<file path="config.mk">
export PLATFORM = sky130hd
export DESIGN_NAME = i2ccs_top
export DESIGN_NICKNAME = d
export VERILOG_FILES = /design/src/design/i2ccs_pkg.sv /design/src/design/i2ccs_top.sv /design/src/design/i2ccs_chan_gen.sv
export VERILOG_INCLUDE_DIRS = /design/src /design/src/design
export SDC_FILE = /design/constraint.sdc
export NUM_CORES = 1
export LEC_CHECK = 0
export BUFFER_PORTS_ARGS = -buffer_cell sky130_fd_sc_hd__buf_4
export CORE_ASPECT_RATIO = 0.6
export CORE_MARGIN = 8
export CORE_UTILIZATION = 50
export DETAILED_ROUTE_END_ITERATION = 7
export PLACE_DENSITY = 0.74
export SYNTH_ARGS = -nofsm -noshare
export SYNTH_HDL_FRONTEND = slang
export SYNTH_SLANG_ARGS = --single-unit
</file>
<file path="constraint.sdc">
create_clock -name clock_i -period 12.5 [get_ports clock_i]
set_input_delay 0 -clock clock_i [delete_from_list [all_inputs] [get_ports clock_i]]
set_output_delay 0 -clock clock_i [all_outputs]
set_load 0.02 [all_outputs]
</file>
<file path="src/design/i2ccs_params.svh">
// constants for the serial transfer clock select block
`ifndef I2CCS_PARAMS_SVH
`define I2CCS_PARAMS_SVH
// register addresses (4-bit index space)
`define I2CCS_ADDR_FEXP0     4'h0
`define I2CCS_ADDR_FEXP1     4'h1
`define I2CCS_ADDR_FEXP2     4'h2
`define I2CCS_ADDR_CSEL0     4'h4
`define I2CCS_ADDR_CSEL1     4'h5
`define I2CCS_ADDR_CSEL2     4'h6
`define I2CCS_ADDR_DIV0      4'h8
`define I2CCS_ADDR_DIV1      4'h9
`define I2CCS_ADDR_CTRL0     4'hc
`define I2CCS_ADDR_CTRL1     4'hd
`define I2CCS_ADDR_CTRL2     4'he
`define I2CCS_ADDR_STATUS    4'hf
// field positions
`define I2CCS_EXT_SPEED_BIT  0
`define I2CCS_SPEED_MODE_BIT 3
`define I2CCS_RATIO_HI_BIT   1
`define I2CCS_RATIO_LO_BIT   0
`define I2CCS_ENABLE_BIT     7
`define I2CCS_CSEL_WMASK     8'h0f
// reset value
`define I2CCS_RESET_BYTE     8'h00
// division clock register codes
`define I2CCS_DIV_THROUGH    8'h18
`define I2CCS_DIV_BY2        8'h10
`define I2CCS_DIV_BY3        8'h11
`define I2CCS_DIV_BY4        8'h12
`define I2CCS_DIV_BY5        8'h13
// serial clock ratios against the selection clock
`define I2CCS_RATIO_STD0     9'd44
`define I2CCS_RATIO_STD1     9'd86
`define I2CCS_RATIO_STD3     9'd66
`define I2CCS_RATIO_HS0      9'd24
`define I2CCS_RATIO_HS3      9'd18
`define I2CCS_RATIO_EXT      9'd12
`define I2CCS_RATIO_MIN      9'd12
`define I2CCS_RATIO_MAX      9'd344
`endif

</file>
<file path="src/design/i2ccs_pkg.sv">
// types for the serial transfer clock select block
package i2ccs_pkg;
  typedef logic [7:0] i2ccs_byte_t;
  typedef logic [8:0] i2ccs_ratio_t;
  typedef logic [2:0] i2ccs_presc_t;
  typedef enum logic [1:0] {
    I2CCS_ST_IDLE = 2'b00,
    I2CCS_ST_LOW  = 2'b01,
    I2CCS_ST_HIGH = 2'b11
  } i2ccs_state_t;
endpackage

</file>
<file path="src/design/i2ccs_top.sv">
// serial transfer clock select for three two-wire channels
//
// The implementer's own choices: the address map and strobed register access.
`timescale 1ns/10ps
`include "i2ccs_params.svh"
module i2ccs_top #(
  parameter int NUM_CH = 3
) (
  input  wire logic             clock_i,
  input  wire logic             rst_n_i,
  input  wire logic [3:0]       addr_i,
  input  wire logic [7:0]       wdata_i,
  input  wire logic [7:0]       wbit_mask_i,
  input  wire logic             wr_i,
  input  wire logic             rd_i,
  output logic      [7:0]       rdata_o,
  output logic      [NUM_CH-1:0] bus_unit_enable_o,
  output logic      [NUM_CH-1:0] clk_valid_o,
  output logic      [NUM_CH-1:0] serial_clock_o
);
  logic        rst_s1_reg;
  logic        rst_s2_reg;
  wire         rst_n;

  i2ccs_pkg::i2ccs_byte_t fexp_reg [NUM_CH];
  i2ccs_pkg::i2ccs_byte_t csel_reg [NUM_CH];
  i2ccs_pkg::i2ccs_byte_t ctrl_reg [NUM_CH];
  i2ccs_pkg::i2ccs_byte_t div_reg  [2];
  i2ccs_pkg::i2ccs_byte_t rdata_reg;
  i2ccs_pkg::i2ccs_byte_t rdata_next;

  i2ccs_pkg::i2ccs_presc_t presc   [NUM_CH];
  i2ccs_pkg::i2ccs_ratio_t ratio   [NUM_CH];
  logic                    legal   [NUM_CH];
  logic                    use_div [NUM_CH];

  // reset is asserted at once and released through two flops
  always_ff @(posedge clock_i or negedge rst_n_i) begin
    if (!rst_n_i) begin
      rst_s1_reg <= 1'b0;
      rst_s2_reg <= 1'b0;
    end else begin
      rst_s1_reg <= 1'b1;
      rst_s2_reg <= rst_s1_reg;
    end
  end
  assign rst_n = rst_s2_reg;

  // division code to prescale; 0 means stopped or unlisted code
  function automatic i2ccs_pkg::i2ccs_presc_t div_presc(input i2ccs_pkg::i2ccs_byte_t code);
    unique case (code)
      `I2CCS_DIV_THROUGH: div_presc = 3'd1;
      `I2CCS_DIV_BY2:     div_presc = 3'd2;
      `I2CCS_DIV_BY3:     div_presc = 3'd3;
      `I2CCS_DIV_BY4:     div_presc = 3'd4;
      `I2CCS_DIV_BY5:     div_presc = 3'd5;
      default:            div_presc = 3'd0;
    endcase
  endfunction

  // merge a byte write with a bit mask so single-bit writes leave neighbours alone
  function automatic i2ccs_pkg::i2ccs_byte_t merge(input i2ccs_pkg::i2ccs_byte_t old,
                                                   input i2ccs_pkg::i2ccs_byte_t val,
                                                   input i2ccs_pkg::i2ccs_byte_t msk);
    merge = (old & ~msk) | (val & msk);
  endfunction

  genvar g;
  generate
    for (g = 0; g < NUM_CH; g++) begin : g_ch
      wire       ext  = fexp_reg[g][`I2CCS_EXT_SPEED_BIT];
      wire       smc  = csel_reg[g][`I2CCS_SPEED_MODE_BIT];
      wire       rhi  = csel_reg[g][`I2CCS_RATIO_HI_BIT];
      wire       rlo  = csel_reg[g][`I2CCS_RATIO_LO_BIT];
      wire [2:0] dp   = div_presc(div_reg[(g == 0) ? 0 : 1]);
      logic [8:0] r;
      logic       ok;
      logic       ud;
      always_comb begin
        r  = 9'd0;
        ok = 1'b0;
        ud = 1'b1;
        // extended speed is looked at in both modes; set in standard mode it leaves no ratio, so the clock is not valid
        if (!smc) begin
          if (!ext) begin
            unique case ({rhi, rlo})
              2'b00: begin r = `I2CCS_RATIO_STD0; ok = 1'b1; end
              2'b01: begin r = `I2CCS_RATIO_STD1; ok = (dp <= 3'd4); end
              2'b10: begin r = `I2CCS_RATIO_STD1; ok = 1'b1; ud = 1'b0; end
              2'b11: begin r = `I2CCS_RATIO_STD3; ok = (dp <= 3'd3); end
            endcase
          end
        end else if (!ext) begin
          if (!rhi) begin
            r = `I2CCS_RATIO_HS0;
            ok = (dp <= 3'd4);
          end else if (!rlo) begin
            r = `I2CCS_RATIO_HS0;
            ok = 1'b1;
            ud = 1'b0;
          end else begin
            r = `I2CCS_RATIO_HS3;
            ok = (dp <= 3'd3);
          end
        end else begin
          if (!rhi) begin
            r = `I2CCS_RATIO_EXT;
            ok = 1'b1;
          end else if (!rlo) begin
            r = `I2CCS_RATIO_EXT;
            ok = 1'b1;
            ud = 1'b0;
          end
        end
      end
      assign use_div[g] = ud;
      // ratio 10 runs on the main clock whatever the division register holds
      assign presc[g] = ud ? dp : 3'd1;
      assign ratio[g] = r;
      // an unlisted or stopped prescale leaves the clock idle instead of guessing
      assign legal[g] = ok && (presc[g] != 3'd0);
      assign bus_unit_enable_o[g] = ctrl_reg[g][`I2CCS_ENABLE_BIT];
      assign clk_valid_o[g] = legal[g];

      i2ccs_chan_gen u_gen (
        .clock_i (clock_i),
        .rst_n_i (rst_n),
        .run_i   (bus_unit_enable_o[g] && legal[g]),
        .presc_i (presc[g]),
        .ratio_i (ratio[g]),
        .scl_o   (serial_clock_o[g])
      );
    end
  endgenerate

  wire [1:0] ch_f = addr_i[1:0];
  wire       hit_fexp = (addr_i[3:2] == 2'b00) && (ch_f < 2'(NUM_CH));
  wire       hit_csel = (addr_i[3:2] == 2'b01) && (ch_f < 2'(NUM_CH));
  wire       hit_ctrl = (addr_i[3:2] == 2'b11) && (ch_f < 2'(NUM_CH));
  wire       hit_div  = (addr_i == `I2CCS_ADDR_DIV0) || (addr_i == `I2CCS_ADDR_DIV1);

  // registers; a write while the channel is enabled still lands, software must avoid it
  always_ff @(posedge clock_i or negedge rst_n) begin
    if (!rst_n) begin
      for (int i = 0; i < NUM_CH; i++) begin
        fexp_reg[i] <= `I2CCS_RESET_BYTE;
        csel_reg[i] <= `I2CCS_RESET_BYTE;
        ctrl_reg[i] <= `I2CCS_RESET_BYTE;
      end
      div_reg[0] <= `I2CCS_RESET_BYTE;
      div_reg[1] <= `I2CCS_RESET_BYTE;
    end else if (wr_i) begin
      if (hit_fexp)
        fexp_reg[ch_f] <= merge(fexp_reg[ch_f], wdata_i, wbit_mask_i);
      if (hit_csel)
        csel_reg[ch_f] <= merge(csel_reg[ch_f], wdata_i, wbit_mask_i & `I2CCS_CSEL_WMASK);
      if (hit_ctrl)
        ctrl_reg[ch_f] <= merge(ctrl_reg[ch_f], wdata_i, wbit_mask_i);
      if (hit_div)
        div_reg[addr_i[0]] <= wdata_i;
    end
  end

  always_comb begin
    rdata_next = 8'h00;
    if (hit_fexp)
      rdata_next = fexp_reg[ch_f];
    else if (hit_csel)
      rdata_next = csel_reg[ch_f];
    else if (hit_ctrl)
      rdata_next = ctrl_reg[ch_f];
    else if (hit_div)
      rdata_next = div_reg[addr_i[0]];
    else if (addr_i == `I2CCS_ADDR_STATUS)
      rdata_next = {5'h00, clk_valid_o};
  end

  always_ff @(posedge clock_i or negedge rst_n) begin
    if (!rst_n)
      rdata_reg <= 8'h00;
    else
      rdata_reg <= rd_i ? rdata_next : 8'h00;
  end
  assign rdata_o = rdata_reg;
endmodule

</file>
<file path="src/design/i2ccs_chan_gen.sv">
// one channel serial clock generator from prescale and ratio
`timescale 1ns/10ps
`include "i2ccs_params.svh"
module i2ccs_chan_gen (
  input  wire logic                 clock_i,
  input  wire logic                 rst_n_i,
  input  wire logic                 run_i,
  input  wire i2ccs_pkg::i2ccs_presc_t presc_i,
  input  wire i2ccs_pkg::i2ccs_ratio_t ratio_i,
  output logic                      scl_o
);
  i2ccs_pkg::i2ccs_presc_t pre_reg;
  i2ccs_pkg::i2ccs_presc_t pre_next;
  i2ccs_pkg::i2ccs_ratio_t cnt_reg;
  i2ccs_pkg::i2ccs_ratio_t cnt_next;
  i2ccs_pkg::i2ccs_state_t st_reg;
  i2ccs_pkg::i2ccs_state_t st_next;
  logic                     scl_reg;
  wire                      tick;
  wire i2ccs_pkg::i2ccs_ratio_t half;
  wire                      half_end;

  // one tick per selection clock cycle; the serial period is ratio ticks
  assign tick     = (pre_reg == presc_i - 3'd1);
  assign half     = {1'b0, ratio_i[8:1]};
  assign half_end = tick && (cnt_reg == half - 9'd1);
  assign pre_next = (!run_i || tick) ? 3'd0 : pre_reg + 3'd1;

  always_comb begin
    st_next  = st_reg;
    cnt_next = cnt_reg;
    if (!run_i) begin
      st_next  = i2ccs_pkg::I2CCS_ST_IDLE;
      cnt_next = 9'd0;
    end else begin
      unique case (st_reg)
        i2ccs_pkg::I2CCS_ST_IDLE: begin
          st_next  = i2ccs_pkg::I2CCS_ST_LOW;
          cnt_next = 9'd0;
        end
        i2ccs_pkg::I2CCS_ST_LOW: begin
          cnt_next = tick ? cnt_reg + 9'd1 : cnt_reg;
          if (half_end) begin
            st_next  = i2ccs_pkg::I2CCS_ST_HIGH;
            cnt_next = 9'd0;
          end
        end
        i2ccs_pkg::I2CCS_ST_HIGH: begin
          cnt_next = tick ? cnt_reg + 9'd1 : cnt_reg;
          if (half_end) begin
            st_next  = i2ccs_pkg::I2CCS_ST_LOW;
            cnt_next = 9'd0;
          end
        end
        default: begin
          st_next  = i2ccs_pkg::I2CCS_ST_IDLE;
          cnt_next = 9'd0;
        end
      endcase
    end
  end

  always_ff @(posedge clock_i or negedge rst_n_i) begin
    if (!rst_n_i) begin
      pre_reg <= 3'd0;
      cnt_reg <= 9'd0;
      st_reg  <= i2ccs_pkg::I2CCS_ST_IDLE;
      scl_reg <= 1'b1;
    end else begin
      pre_reg <= pre_next;
      cnt_reg <= cnt_next;
      st_reg  <= st_next;
      scl_reg <= (st_next != i2ccs_pkg::I2CCS_ST_LOW);
    end
  end

  assign scl_o = scl_reg;
endmodule

</file>
# ---- Yosys cells after proc, flatten, opt, wreduce, memory -nomap -nowiden
# Cells that the tools add are included.
dict set report word_totals {
  ff_bits 143
  latchBits 0
  mem_bits_rw 0
  mem_bits_ro 0
  in_bits 24
  n_memories 0
}
dict set report classes {
  addsub 12
  n_mul 0
  div_mod_pow 0
  order_cmp 9
  n_eq_ne 42
  shift 0
  muxes 121
  n_bitwise 12
  reduce_logical 44
}
# op n
set op_table {}
lappend op_table {{2-to-1 mux 9 bit} 21}
lappend op_table {{2-to-1 mux 8 bit} 16}
lappend op_table {{case mux 9 bit (3 select lines)} 3}
lappend op_table {{equality test 8 x 5 -> 1 bit, second input constant} 10}
lappend op_table {{bitwise mux 24 bit} 3}
lappend op_table {{binary-select mux 8 bit (select 2 bit)} 3}
lappend op_table {{2-to-1 mux 4 bit} 12}
lappend op_table {{2-to-1 mux 1 bit} 36}
lappend op_table {{AND 8 bit} 4}
lappend op_table {{case mux 3 bit (5 select lines)} 2}
lappend op_table {{adder 9 x 1 -> 9 bit, second input constant} 3}
lappend op_table {{equality test 9 bit} 3}
lappend op_table {{subtractor 8 x 1 -> 9 bit, second input constant} 3}
lappend op_table {{bitwise OR 8 bit} 3}
lappend op_table {{2-to-1 mux 3 bit} 7}
lappend op_table {{equality test 2 bit, second input constant} 10}
lappend op_table {{2-to-1 mux 2 bit} 9}
lappend op_table {{case mux 2 bit (3 select lines)} 3}
lappend op_table {{OR reduction 2 bit} 9}
lappend op_table {{bitwise mux 16 bit} 1}
lappend op_table {{demux 8 bit (select 2 bit)} 1}
lappend op_table {{equality test 2 x 1 -> 1 bit, second input constant} 7}
lappend op_table {{logical AND 1 bit} 14}
lappend op_table {{zero test 2 bit} 7}
lappend op_table {{24 further kinds} 50}

# ---- Logic depth before layout (Yosys ltp)
# Gate-level depths: netlist (run 1).
dict set report logic_depth {
  ltp_word 14
  ltp_mapped 13
  depth_no_buf 13
}

# ---- By module
# From an unflattened synthesis (run 1), not the netlist that was laid out.
dict set report hier_totals {
  cells_unflattened 883
  area_unflattened_um2 8724.6
}
# module n_inst cells_each area_each_um2 seq_area_each_um2
set by_module_without_submodules {}
lappend by_module_without_submodules {i2ccs_top 1 547 5636.7 2452.4}
lappend by_module_without_submodules {{i2ccs_chan_gen at g_ch[1].u_gen ...} 2 110 1009.7 376.6}
lappend by_module_without_submodules {{i2ccs_chan_gen at g_ch[0].u_gen} 1 116 1068.5 376.6}

# ---- Worst setup path before layout (run 1)
# OpenSTA, ideal clock, no wires.
dict set report synth_path {
  path_kind {register to register}
  start {register csel_reg[0] (netlist bit)}
  end {register g_ch[2].u_gen.scl_reg}
  setup_time_ps 88
  t_arrival_ps 3238
  required_time_ps 12412
  slack_ps 9174
  path_stages_with_launch 13
  path_buffers 0
  cell_sequence {dfrtp_1 inv_1 ha_1 a22o_1 or4_1 ha_1 xor2_1 nand3_1 a2111oi_0 a211oi_1 or2_1 o31a_1 or3_1}
}
dict set report synth_between {
  elab_chain_len 12
}
# element line
set synth_lines {}
lappend synth_lines {{start: declaration} i2ccs_top.sv:26} ;# i2ccs_pkg::i2ccs_byte_t csel_reg [NUM_CH];
lappend synth_lines {{start signal: indexed assignment} i2ccs_top.sv:147} ;# csel_reg[i] <= `I2CCS_RESET_BYTE;
lappend synth_lines {{start signal: indexed assignment} i2ccs_top.sv:156} ;# csel_reg[ch_f] <= merge(csel_reg[ch_f], wdata_i, wbit_mask_i & `I2CCS_CSEL_WMASK);
lappend synth_lines {{equality test 2 bit / equality test 2 x 1 -> 1 bit (equally long branches)} i2ccs_top.sv:86} ;# unique case ({rhi, rlo})
lappend synth_lines {{OR reduction 2 bit (no line) / 2-to-1 mux 1 bit (equally long branches)} -}
lappend synth_lines {{case mux 9 bit (3 select lines) / 2-to-1 mux 1 bit (equally long branches)} {i2ccs_top.sv:86, i2ccs_top.sv:85}}
lappend synth_lines {{2-to-1 mux 9 bit / 2-to-1 mux 1 bit (equally long branches)} {i2ccs_top.sv:85, i2ccs_top.sv:84}}
lappend synth_lines {{2-to-1 mux 9 bit / 2-to-1 mux 3 bit (equally long branches)} {i2ccs_top.sv:84, i2ccs_top.sv:118}}
lappend synth_lines {{subtractor 8 x 1 -> 9 bit / subtractor 3 x 1 -> 3 bit (equally long branches)} {i2ccs_chan_gen.sv:26, i2ccs_chan_gen.sv:24}}
lappend synth_lines {{equality test 9 bit / equality test 3 bit (equally long branches)} {i2ccs_chan_gen.sv:26, i2ccs_chan_gen.sv:24}}
lappend synth_lines {{logical AND 1 bit} i2ccs_chan_gen.sv:26} ;# assign half_end = tick && (cnt_reg == half - 9'd1);
lappend synth_lines {{2-to-1 mux 2 bit, on equally long branches} {i2ccs_chan_gen.sv:50, i2ccs_chan_gen.sv:43}}
lappend synth_lines {{case mux 2 bit (3 select lines)} i2ccs_chan_gen.sv:36} ;# unique case (st_reg)
lappend synth_lines {{2-to-1 mux 2 bit (*)} i2ccs_chan_gen.sv:32} ;# if (!run_i) begin
lappend synth_lines {{!= test 2 x 1 -> 1 bit (*)} i2ccs_chan_gen.sv:73} ;# scl_reg <= (st_next != i2ccs_pkg::I2CCS_ST_LOW);
lappend synth_lines {{end signal: assignment} i2ccs_chan_gen.sv:73}
lappend synth_lines {{end: declaration} i2ccs_chan_gen.sv:18} ;# logic scl_reg;
# Mark *: on every way between the ends. The rest lies on a longest branch, timed or not. The select of a mux whose other input is x is not followed.
# A chain may end at the register's enable or synchronous reset.

# ---- Worst setup path in the final report (run 1)
dict set report layout_path {
  start {register fexp_reg[0] (netlist bit)}
  end {register g_ch[2].u_gen.scl_reg}
}
dict set report layout_between {
  elab_chain_len 10
}
# element line
set layout_lines {}
lappend layout_lines {{start: declaration} i2ccs_top.sv:25} ;# i2ccs_pkg::i2ccs_byte_t fexp_reg [NUM_CH];
lappend layout_lines {{start signal: indexed assignment} i2ccs_top.sv:146} ;# fexp_reg[i] <= `I2CCS_RESET_BYTE;
lappend layout_lines {{start signal: indexed assignment} i2ccs_top.sv:154} ;# fexp_reg[ch_f] <= merge(fexp_reg[ch_f], wdata_i, wbit_mask_i);
lappend layout_lines {{parallel branches: the longest is 8 deep, another holds subtractor 8 x 1 -> 9 bit} -}
lappend layout_lines {{2-to-1 mux 2 bit (*)} i2ccs_chan_gen.sv:32}
lappend layout_lines {{!= test 2 x 1 -> 1 bit (*)} i2ccs_chan_gen.sv:73}
# Mark *: on every way between the ends.

==> results_tabular.tex, run 1 <==
\begin{tabular}{lr}
\hline
Metric & Value \\
\hline
\multicolumn{2}{l}{\textbf{Floorplanning}} \\
Top Ports & 41 \\
Std cell rows & 37 \\
Die footprint & 22200 um\^{}2 \\
Starting density of the core & 51.2\% \\
Width of the chip & 187 um \\
Die extent in y & 119 um \\
Area of the core region & 17100 um\^{}2 \\
\multicolumn{2}{l}{\textbf{STA}} \\
Ratio of final minimum period to clock period & 31.0\% \\
Setup\_tns & 0 ns \\
Final hold violation count & 0 \\
Post-layout minimum cycle time & 3.88 ns \\
Pins Over Slew Limit & 0 \\
Worst Tran Pin Value & 1.11 ns \\
Highest Clock Rate & 258 MHz \\
Number of failing setup endpoints in the final timing report & 0 \\
RSZ-0062 raised after global routing & false \\
Remaining max-slew budget at the tightest pin & 25.7\% \\
Hold Slack & 0.0182 ns \\
Final setup skew & 0.0103 ns \\
\multicolumn{2}{l}{\textbf{Pwr}} \\
Power per unit of standard cell area & 163 nW/um\^{}2 \\
Post-layout power & 1.60 mW \\
Leakage & 4.21 nW \\
Maximum vdd drop & 99.7 uV \\
\multicolumn{2}{l}{\textbf{Setup path}} \\
Sum of buffers and inverters on the critical path & 0 \\
Kind of start point of the critical path & flip-flop \\
Worst Path Arrival & 4.22 ns \\
Critical Path Slowest Stage Cell & sky130\_fd\_sc\_hd\_\_dfrtp\_1 \\
CP Cell Sequence & nor2\_1 > a22o\_1 > or4\_1 > ha\_1 > xor2\_1 > nand3\_1 > a2111oi\_0 > a211oi\_1 > or2\_1 > o31a\_1 > or3\_1 \\
Critical Path Max Stage Delay & 0.64 ns \\
Category of the most critical setup path & reg2reg \\
Top cell family by delay on the critical path & simple AND/OR/NAND/NOR gates \\
Data required time of the critical path & 12.84 ns \\
Maximum fanout count along the critical path & 16 \\
Kind of end point of the critical path & flip-flop \\
\multicolumn{2}{l}{\textbf{Final layout}} \\
\# fillers & 1473 \\
Share of post-route cells with drive strength above 1 & 19.1\% \\
Area delta synth->final & 12.3\% \\
Post-layout nets & 966 \\
Flip-flop count of the largest register, all copies and words added & 27 \\
Register area & 3590 um\^{}2 \\
Post-Route Utilization & 57.5\% \\
Number of diodes added for antenna fixing & 0 \\
Area used by multi-input combinational logic & 4830 um\^{}2 \\
\multicolumn{2}{l}{\textbf{Clock tree}} \\
CTS tree & built \\
Clock tree root buffer cell & sky130\_fd\_sc\_hd\_\_clkbuf\_16 \\
Clock transition at the registers of the reported paths & 0.06 ns \\
CTS max path bufs & 2 \\
Clock latency reported for the late side of the worst-skew pair & 0.42 ns \\
Maximum level of the CTS H-tree & 4 \\
\# clock sinks & 143 \\
Total clock buffers created by CTS & 17 \\
\multicolumn{2}{l}{\textbf{Synthesis}} \\
Flop and latch count out of synthesis & 143 \\
Number of cells produced by synthesis & 885 \\
Ys flop type & sky130\_fd\_sc\_hd\_\_dfrtp\_1 \\
Post-synth top area cell & sky130\_fd\_sc\_hd\_\_dfrtp\_1 \\
Sequential element share of the synthesized area & 40.9\% \\
Mapped Avg Cell Area & 9.90 um\^{}2 \\
Netlist area before placement & 8770 um\^{}2 \\
Distinct cell type count after synthesis & 84 \\
Cell with the most instances after synthesis & sky130\_fd\_sc\_hd\_\_dfrtp\_1 \\
Top cells by count, synth & sky130\_fd\_sc\_hd\_\_dfrtp\_1, sky130\_fd\_sc\_hd\_\_mux2\_2, sky130\_fd\_sc\_hd\_\_nor2\_1, sky130\_fd\_sc\_hd\_\_nand2\_1, sky130\_fd\_sc\_hd\_\_a21oi\_1 \\
Number of nets in the synthesized netlist & 943 \\
Top post-synthesis cells by area & sky130\_fd\_sc\_hd\_\_dfrtp\_1, sky130\_fd\_sc\_hd\_\_mux2\_2, sky130\_fd\_sc\_hd\_\_ha\_1, sky130\_fd\_sc\_hd\_\_a21oi\_1, sky130\_fd\_sc\_hd\_\_nor2\_1 \\
Number of warnings printed during yosys synthesis & 0 \\
Number of enable-type register cells in the synthesized netlist & 0 \\
Ys async rst share & 100\% \\
Share of Yosys cell area claimed by the top area cell type & 40.0\% \\
\multicolumn{2}{l}{\textbf{Run}} \\
Max-Cap Viols & 0 \\
\multicolumn{2}{l}{\textbf{Detailed routing}} \\
Via count & 6859 \\
Post-Route WL & 21.8 mm \\
Initial detailed-routing violation count & 510 \\
First-pass DRT Iterations & 5 \\
DR vias/cell & 5.94 \\
Number of DRC violations after detailed routing & 0 \\
Per-cell routed wire length & 18.9 um \\
Number of nets with antenna violations after detailed routing & 0 \\
\multicolumn{2}{l}{\textbf{Global routing}} \\
Combined global-route utilization of all metal layers & 19.7\% \\
Wire length of the first global-routing pass & 36.0 mm \\
Initial antenna violation count & 1 \\
Global route overflow & 0 \\
Maximum number of pins on one net before global-route repair & 50 \\
Vias in the first global route & 6609 \\
\multicolumn{2}{l}{\textbf{Status}} \\
Outcome & finished clean \\
\multicolumn{2}{l}{\textbf{Worst hold path}} \\
Worst hold path type & in2reg \\
\multicolumn{2}{l}{\textbf{Placed design}} \\
Detailed placer's ending HPWL & 15.4 mm \\
Weighted congestion reported at the end of routability-driven placement & 0.860 \\
Port Buffers & 40 \\
\hline
\end{tabular}
through the flow:
step	cell area (um^2)	setup slack, ns	cells
final	9840	8.62	1154
after global routing	9840	8.28	1154
after CTS	9840	8.62	1154
after detailed placement	9160	8.65	1110
after global placement	9160	8.78	1110
after floorplan	8770	8.23	885
cell families after synthesis:
family | synth area share [%]
AO/OA/AOI/OAI | 16.7
multiplexers | 12.8
AND/OR/NAND/NOR | 17.5
XOR/XNOR | 3.30
buffers and inverters | 4.04
adder cells (fa/ha/maj) | 4.85
other | 0.0428
flip-flops | 40.9
worst paths after layout:
check / from / to / slack [ns] / depth (start not counted)
max: fexp_reg[0] / g_ch[2].u_gen.scl_o / 8.62 / 11
min: wbit_mask_i[4] / ctrl_reg[20] / 0.02 / 3
max reg2reg: fexp_reg[0] / g_ch[2].u_gen.scl_o / 8.62 / 11
min reg2reg: rst_n / fexp_reg[14] / 0.34 / 0
max in group asynchronous: rst_n / csel_reg[4] / 11.11 / 1
min in group asynchronous: rst_n / fexp_reg[14] / 0.34 / 0
cell usage in the layout (no fill, tap or decap), types with 16 or more instances in the layout:
master / count
sky130_fd_sc_hd__inv_1: 31
sky130_fd_sc_hd__nand3_1: 26
sky130_fd_sc_hd__a21oi_1: 45
sky130_fd_sc_hd__mux2i_1: 22
sky130_fd_sc_hd__xnor2_1: 18
sky130_fd_sc_hd__nand2b_1: 20
sky130_fd_sc_hd__dfrtp_1: 139
sky130_fd_sc_hd__clkbuf_16: 17
sky130_fd_sc_hd__buf_4: 44
sky130_fd_sc_hd__ha_1: 34
sky130_fd_sc_hd__nand2_1: 53
sky130_fd_sc_hd__o22ai_1: 16
sky130_fd_sc_hd__mux2_2: 79
sky130_fd_sc_hd__o21ai_0: 28
sky130_fd_sc_hd__nor3_1: 17
sky130_fd_sc_hd__nor2_1: 59
tightest hold or removal path, delay by kind of cell:
kind	cells	cell delay (ns)
AO/OA/AOI/OAI	1	0.16
multiplexers	1	0.15
buffers and inverters	1	0.09
layout make-up:
type | instances | share of cell area, %
clock buffers | 20 | 4.54
clock inverters | 11 | 1.12
inverters | 31 | 1.18
multi-input cells | 658 | 49.1
flip-flops and latches | 143 | 36.4
well taps | 234 | 2.97
repair buffers | 57 | 4.68
power breakdown:
| part | switching (mW) | total [mW] | internal, mW |
|---|---|---|---|
| combinational | 0.271 | 0.493 | 0.222 |
| sequential | 0.0841 | 0.621 | 0.537 |
| clock | 0.207 | 0.487 | 0.280 |
| total | 0.562 | 1.60 | 1.04 |
routing by layer:
metal | up-vias | wire, um | track usage [%]
li1 | 3258 | - | -
met1 | 3337 | 10500 | 28.9
met2 | 244 | 9310 | 28.9
met3 | 20 | 1750 | 4.99
met4 | 0 | 182 | 4.15
met5 | - | 0 | 0
repair_timing:
action | 4_1_cts | 5_1_grt
hold buffers | 13 | 0
endpoints found under the hold margin | 31 | 0
gates resized for setup | 0 | 0
buffers inserted | 0 | 0
Power figures use the tool's default switching activity.
==> run 2: changes to the inputs <==
--- a/config.mk
+++ b/config.mk
@@ -11,7 +11,7 @@
 export CORE_MARGIN = 8
 export CORE_UTILIZATION = 50
 export DETAILED_ROUTE_END_ITERATION = 7
-export PLACE_DENSITY = 0.74
+export PLACE_DENSITY = 0.77
 export SYNTH_ARGS = -nofsm -noshare
 export SYNTH_HDL_FRONTEND = slang
 export SYNTH_SLANG_ARGS = --single-unit
==> constraint.sdc (replaced) <==
create_clock -name clock_i -period 3.3 [get_ports clock_i]
set_input_delay 0 -clock clock_i [delete_from_list [all_inputs] [get_ports clock_i]]
set_output_delay 0 -clock clock_i [all_outputs]
set_load 0.02 [all_outputs]
==> run 2 against run 1 <==
Net effect:
- the flow now finishes with violations (setup timing)
- register-to-register slack worse by 8.6 ns
- wire length increased by 3.1%
- clock power rose to 4.2 times the previous value
- non-clock buffer count is 34 higher
- clock skew grew 0.00086 ns
==> results_tabular.tex, run 2 (synthesis results as in run 1) <==
\begin{tabular}{lr}
\hline
Metric & Value \\
\hline
\multicolumn{2}{l}{\textbf{Status}} \\
Outcome & finished, violations left \\
Violated checks & setup timing \\
\multicolumn{2}{l}{\textbf{STA}} \\
Worst Tran Pin Value & 1.01 ns (-0.0992 ns) \\
Final hold violation count & 0 (unchanged) \\
Hold Slack & 0.00979 ns (-0.00845 ns) \\
Ratio of final minimum period to clock period & 101\% (+69 points) \\
Pins Over Slew Limit & 0 (unchanged) \\
Highest Clock Rate & 302 MHz (+17\%) \\
Number of failing setup endpoints in the final timing report & 1 (+1) \\
Setup\_tns & -0.0166 ns (-0.0166 ns) \\
Final setup skew & 0.0112 ns (+0.000860 ns) \\
Final worst slack & -0.0166 ns (-8.64 ns) \\
Post-layout minimum cycle time & 3.32 ns (-0.565 ns) \\
RSZ-0062 raised after global routing & true \\
Remaining max-slew budget at the tightest pin & 31.9\% (+6.2 points) \\
\multicolumn{2}{l}{\textbf{Final layout}} \\
Flip-flop count of the largest register, all copies and words added & 27 (unchanged) \\
Share of post-route cells with drive strength above 1 & 24.6\% (+5.5 points) \\
Area delta synth->final & 17.7\% \\
Number of diodes added for antenna fixing & 0 (unchanged) \\
Post-layout nets & 1000 (+3.5\%) \\
Leading cell type in the layout, fill and taps excluded & sky130\_fd\_sc\_hd\_\_dfrtp\_1 \\
Post-Route Utilization & 60.2\% (+2.8 points) \\
\# fillers & 1427 (-3.1\%) \\
Top library cells by usage in the layout, fill and taps aside & sky130\_fd\_sc\_hd\_\_dfrtp\_1, sky130\_fd\_sc\_hd\_\_mux2\_2, sky130\_fd\_sc\_hd\_\_buf\_4 \\
\multicolumn{2}{l}{\textbf{Pwr}} \\
Maximum vdd drop & 426 uV (+330\%) \\
Clock network power share & 31.5\% (+1.1 points) \\
Cell-internal power & 4.17 mW (+300\%) \\
Power per unit of standard cell area & 626 nW/um\^{}2 (+280\%) \\
Combinational Power Share & 33.0\% (+2.2 points) \\
Switching pwr & 2.29 mW (+310\%) \\
Leakage & 4.46 nW (+6.1\%) \\
Sequential share of power & 35.4\% (-3.4 points) \\
Sw Ratio & 35.4\% (+0.30 points) \\
\multicolumn{2}{l}{\textbf{Clock tree}} \\
CTS tree & built \\
Total clock buffers created by CTS & 17 (unchanged) \\
CTS max path bufs & 2 (unchanged) \\
Clock tree root buffer cell & sky130\_fd\_sc\_hd\_\_clkbuf\_16 \\
Clock transition at the registers of the reported paths & 0.07 ns (about the same) \\
\# clock sinks & 143 (unchanged) \\
Maximum level of the CTS H-tree & 4 (unchanged) \\
Clock latency reported for the late side of the worst-skew pair & 0.43 ns (about the same) \\
\multicolumn{2}{l}{\textbf{Setup path}} \\
Sum of buffers and inverters on the critical path & 1 (+1) \\
Worst Path Arrival & 3.68 ns (-0.54 ns) \\
Critical Path Max Stage Delay & 0.54 ns (-0.10 ns) \\
Kind of end point of the critical path & flip-flop \\
Category of the most critical setup path & reg2reg \\
Maximum fanout count along the critical path & 6 (-10) \\
Top cell family by delay on the critical path & simple AND/OR/NAND/NOR gates \\
Data required time of the critical path & 3.66 ns (-9.18 ns) \\
Critical Path Slowest Stage Cell & sky130\_fd\_sc\_hd\_\_or4b\_4 \\
CP Cell Sequence & or4b\_4 > or3\_1 > or3\_4 > ha\_4 > xnor2\_2 > nor2b\_1 > mux2i\_1 > nor3\_2 > clkbuf\_16 > or3b\_4 > a21oi\_2 \\
Kind of start point of the critical path & flip-flop \\
\multicolumn{2}{l}{\textbf{Global routing}} \\
Vias in the first global route & 6723 (+1.7\%) \\
Initial antenna violation count & 0 (-1) \\
Combined global-route utilization of all metal layers & 19.9\% (+0.24 points) \\
Global route overflow & 0 (unchanged) \\
Maximum number of pins on one net before global-route repair & 69 (+38\%) \\
Wire length of the first global-routing pass & 36.1 mm (+0.29\%) \\
\multicolumn{2}{l}{\textbf{Detailed routing}} \\
Number of DRC violations after detailed routing & 0 (unchanged) \\
First-pass DRT Iterations & 6 (+1) \\
Initial detailed-routing violation count & 754 (+48\%) \\
Per-cell routed wire length & 18.9 um (about the same) \\
DR vias/cell & 5.96 (+0.24\%) \\
Number of nets with antenna violations after detailed routing & 0 (unchanged) \\
Post-Route WL & 22.5 mm (+3.1\%) \\
Via count & 7084 (+3.3\%) \\
\multicolumn{2}{l}{\textbf{Floorplanning}} \\
Std cell rows & 37 (unchanged) \\
Die footprint & 22200 um\^{}2 (unchanged) \\
Top Ports & 41 (unchanged) \\
Area of the core region & 17100 um\^{}2 (unchanged) \\
Die extent in y & 119 um (unchanged) \\
Starting density of the core & 51.2\% (unchanged) \\
Width of the chip & 187 um (unchanged) \\
\multicolumn{2}{l}{\textbf{Placed design}} \\
Pre-CTS worst setup slack & -0.0565 ns (-8.71 ns) \\
Weighted congestion reported at the end of routability-driven placement & 0.880 (+2.3\%) \\
Detailed placer's ending HPWL & 15.9 mm (+3.2\%) \\
Port Buffers & 40 (unchanged) \\
\multicolumn{2}{l}{\textbf{Run}} \\
Max-Cap Viols & 0 (unchanged) \\
\multicolumn{2}{l}{\textbf{Worst hold path}} \\
Worst hold path type & in2reg \\
\hline
\end{tabular}
==> run 2: cell count changes in the layout (fill, tap and decap cells not counted), moves of 3 or more <==
cell	previous run	this run
sky130_fd_sc_hd__ha_1	34	31
sky130_fd_sc_hd__inv_6	2	5
sky130_fd_sc_hd__buf_4	44	75
sky130_fd_sc_hd__inv_8	0	4
sky130_fd_sc_hd__clkinvlp_4	3	0
==> run 2: worst reg2reg max path: cells and delay by family (launching register included) <==
kind,cells,cell delay (ns)
and+or+nand+nor,6,2.04
DFF,1,0.41
adders and majority gates,1,0.24
buffers and inverters,1,0.20
xor gates and xnor gates,1,0.14
AOI/OAI and AO/OA,1,0.13
muxes,1,0.09
==> run 2: area by class of cell <==
| type | instances | area (um^2) | share of cell area (%) |
|---|---|---|---|
| sequential | 143 | 3590 | 34.8 |
| clock inverter | 15 | 191 | 1.86 |
| tap | 234 | 293 | 2.84 |
| multi-input combinational | 658 | 4960 | 48.1 |
| timing repair buffer | 91 | 746 | 7.23 |
| clock buffer | 17 | 425 | 4.12 |
| inverter | 31 | 116 | 1.13 |
==> run 2: layer usage <==
| metal | wire, um | track usage, % | vias up |
|---|---|---|---|
| li1 | - | - | 3322 |
| met1 | 10600 | 28.6 | 3459 |
| met2 | 9850 | 29.2 | 266 |
| met3 | 1660 | 5.34 | 37 |
| met4 | 378 | 5.48 | 0 |
| met5 | 0 | 0 | - |
==> run 2: worst paths after layout <==
| kind | slack [ns] | endpoint | cells past startpoint | from |
|---|---|---|---|---|
| setup reg to reg | -0.02 | g_ch[0].u_gen.cnt_reg[0] | 11 | div_reg[14] |
| hold / removal | 0.01 | ctrl_reg[12] | 3 | wbit_mask_i[4] |
| hold reg to reg | 0.34 | rst_n | 0 | rst_s1_reg |
| setup / recovery | -0.02 | g_ch[0].u_gen.cnt_reg[0] | 11 | div_reg[14] |
| max in group asynchronous | 1.99 | g_ch[0].u_gen.scl_o | 1 | rst_n |
| min in group asynchronous | 0.42 | rst_n | 3 | rst_n_i |
==> run 2: per-stage QoR <==
stage / area, um^2 / std cells / power (mW)
global placement: 9430 / 1142 / 4.27
finish: 10300 / 1189 / 6.45
floorplan: 8770 / 885 / 3.74
CTS: 10200 / 1185 / 6.39
global route: 10300 / 1189 / 6.78
detailed placement: 9430 / 1142 / 4.33
==> run 2: power by group through the flow <==
| stage | clock network [mW] | logic [mW] | registers [mW] |
|---|---|---|---|
| after global placement | 0 | 1.97 | 2.30 |
| final | 2.04 | 2.13 | 2.29 |
| after floorplan | 0 | 1.48 | 2.26 |
| after detailed placement | 0 | 2.01 | 2.31 |
| after CTS | 2.05 | 2.05 | 2.28 |
| after global routing | 2.13 | 2.32 | 2.33 |
==> run 2: repair_timing <==
item / CTS / global route
hold buffers: 11 / 0
setup endpoints to repair: 8 / 20
endpoints found under the hold margin: 26 / 0
setup buffers: 0 / 4
pin swaps: 1 / 8
resized for setup: 4 / 22
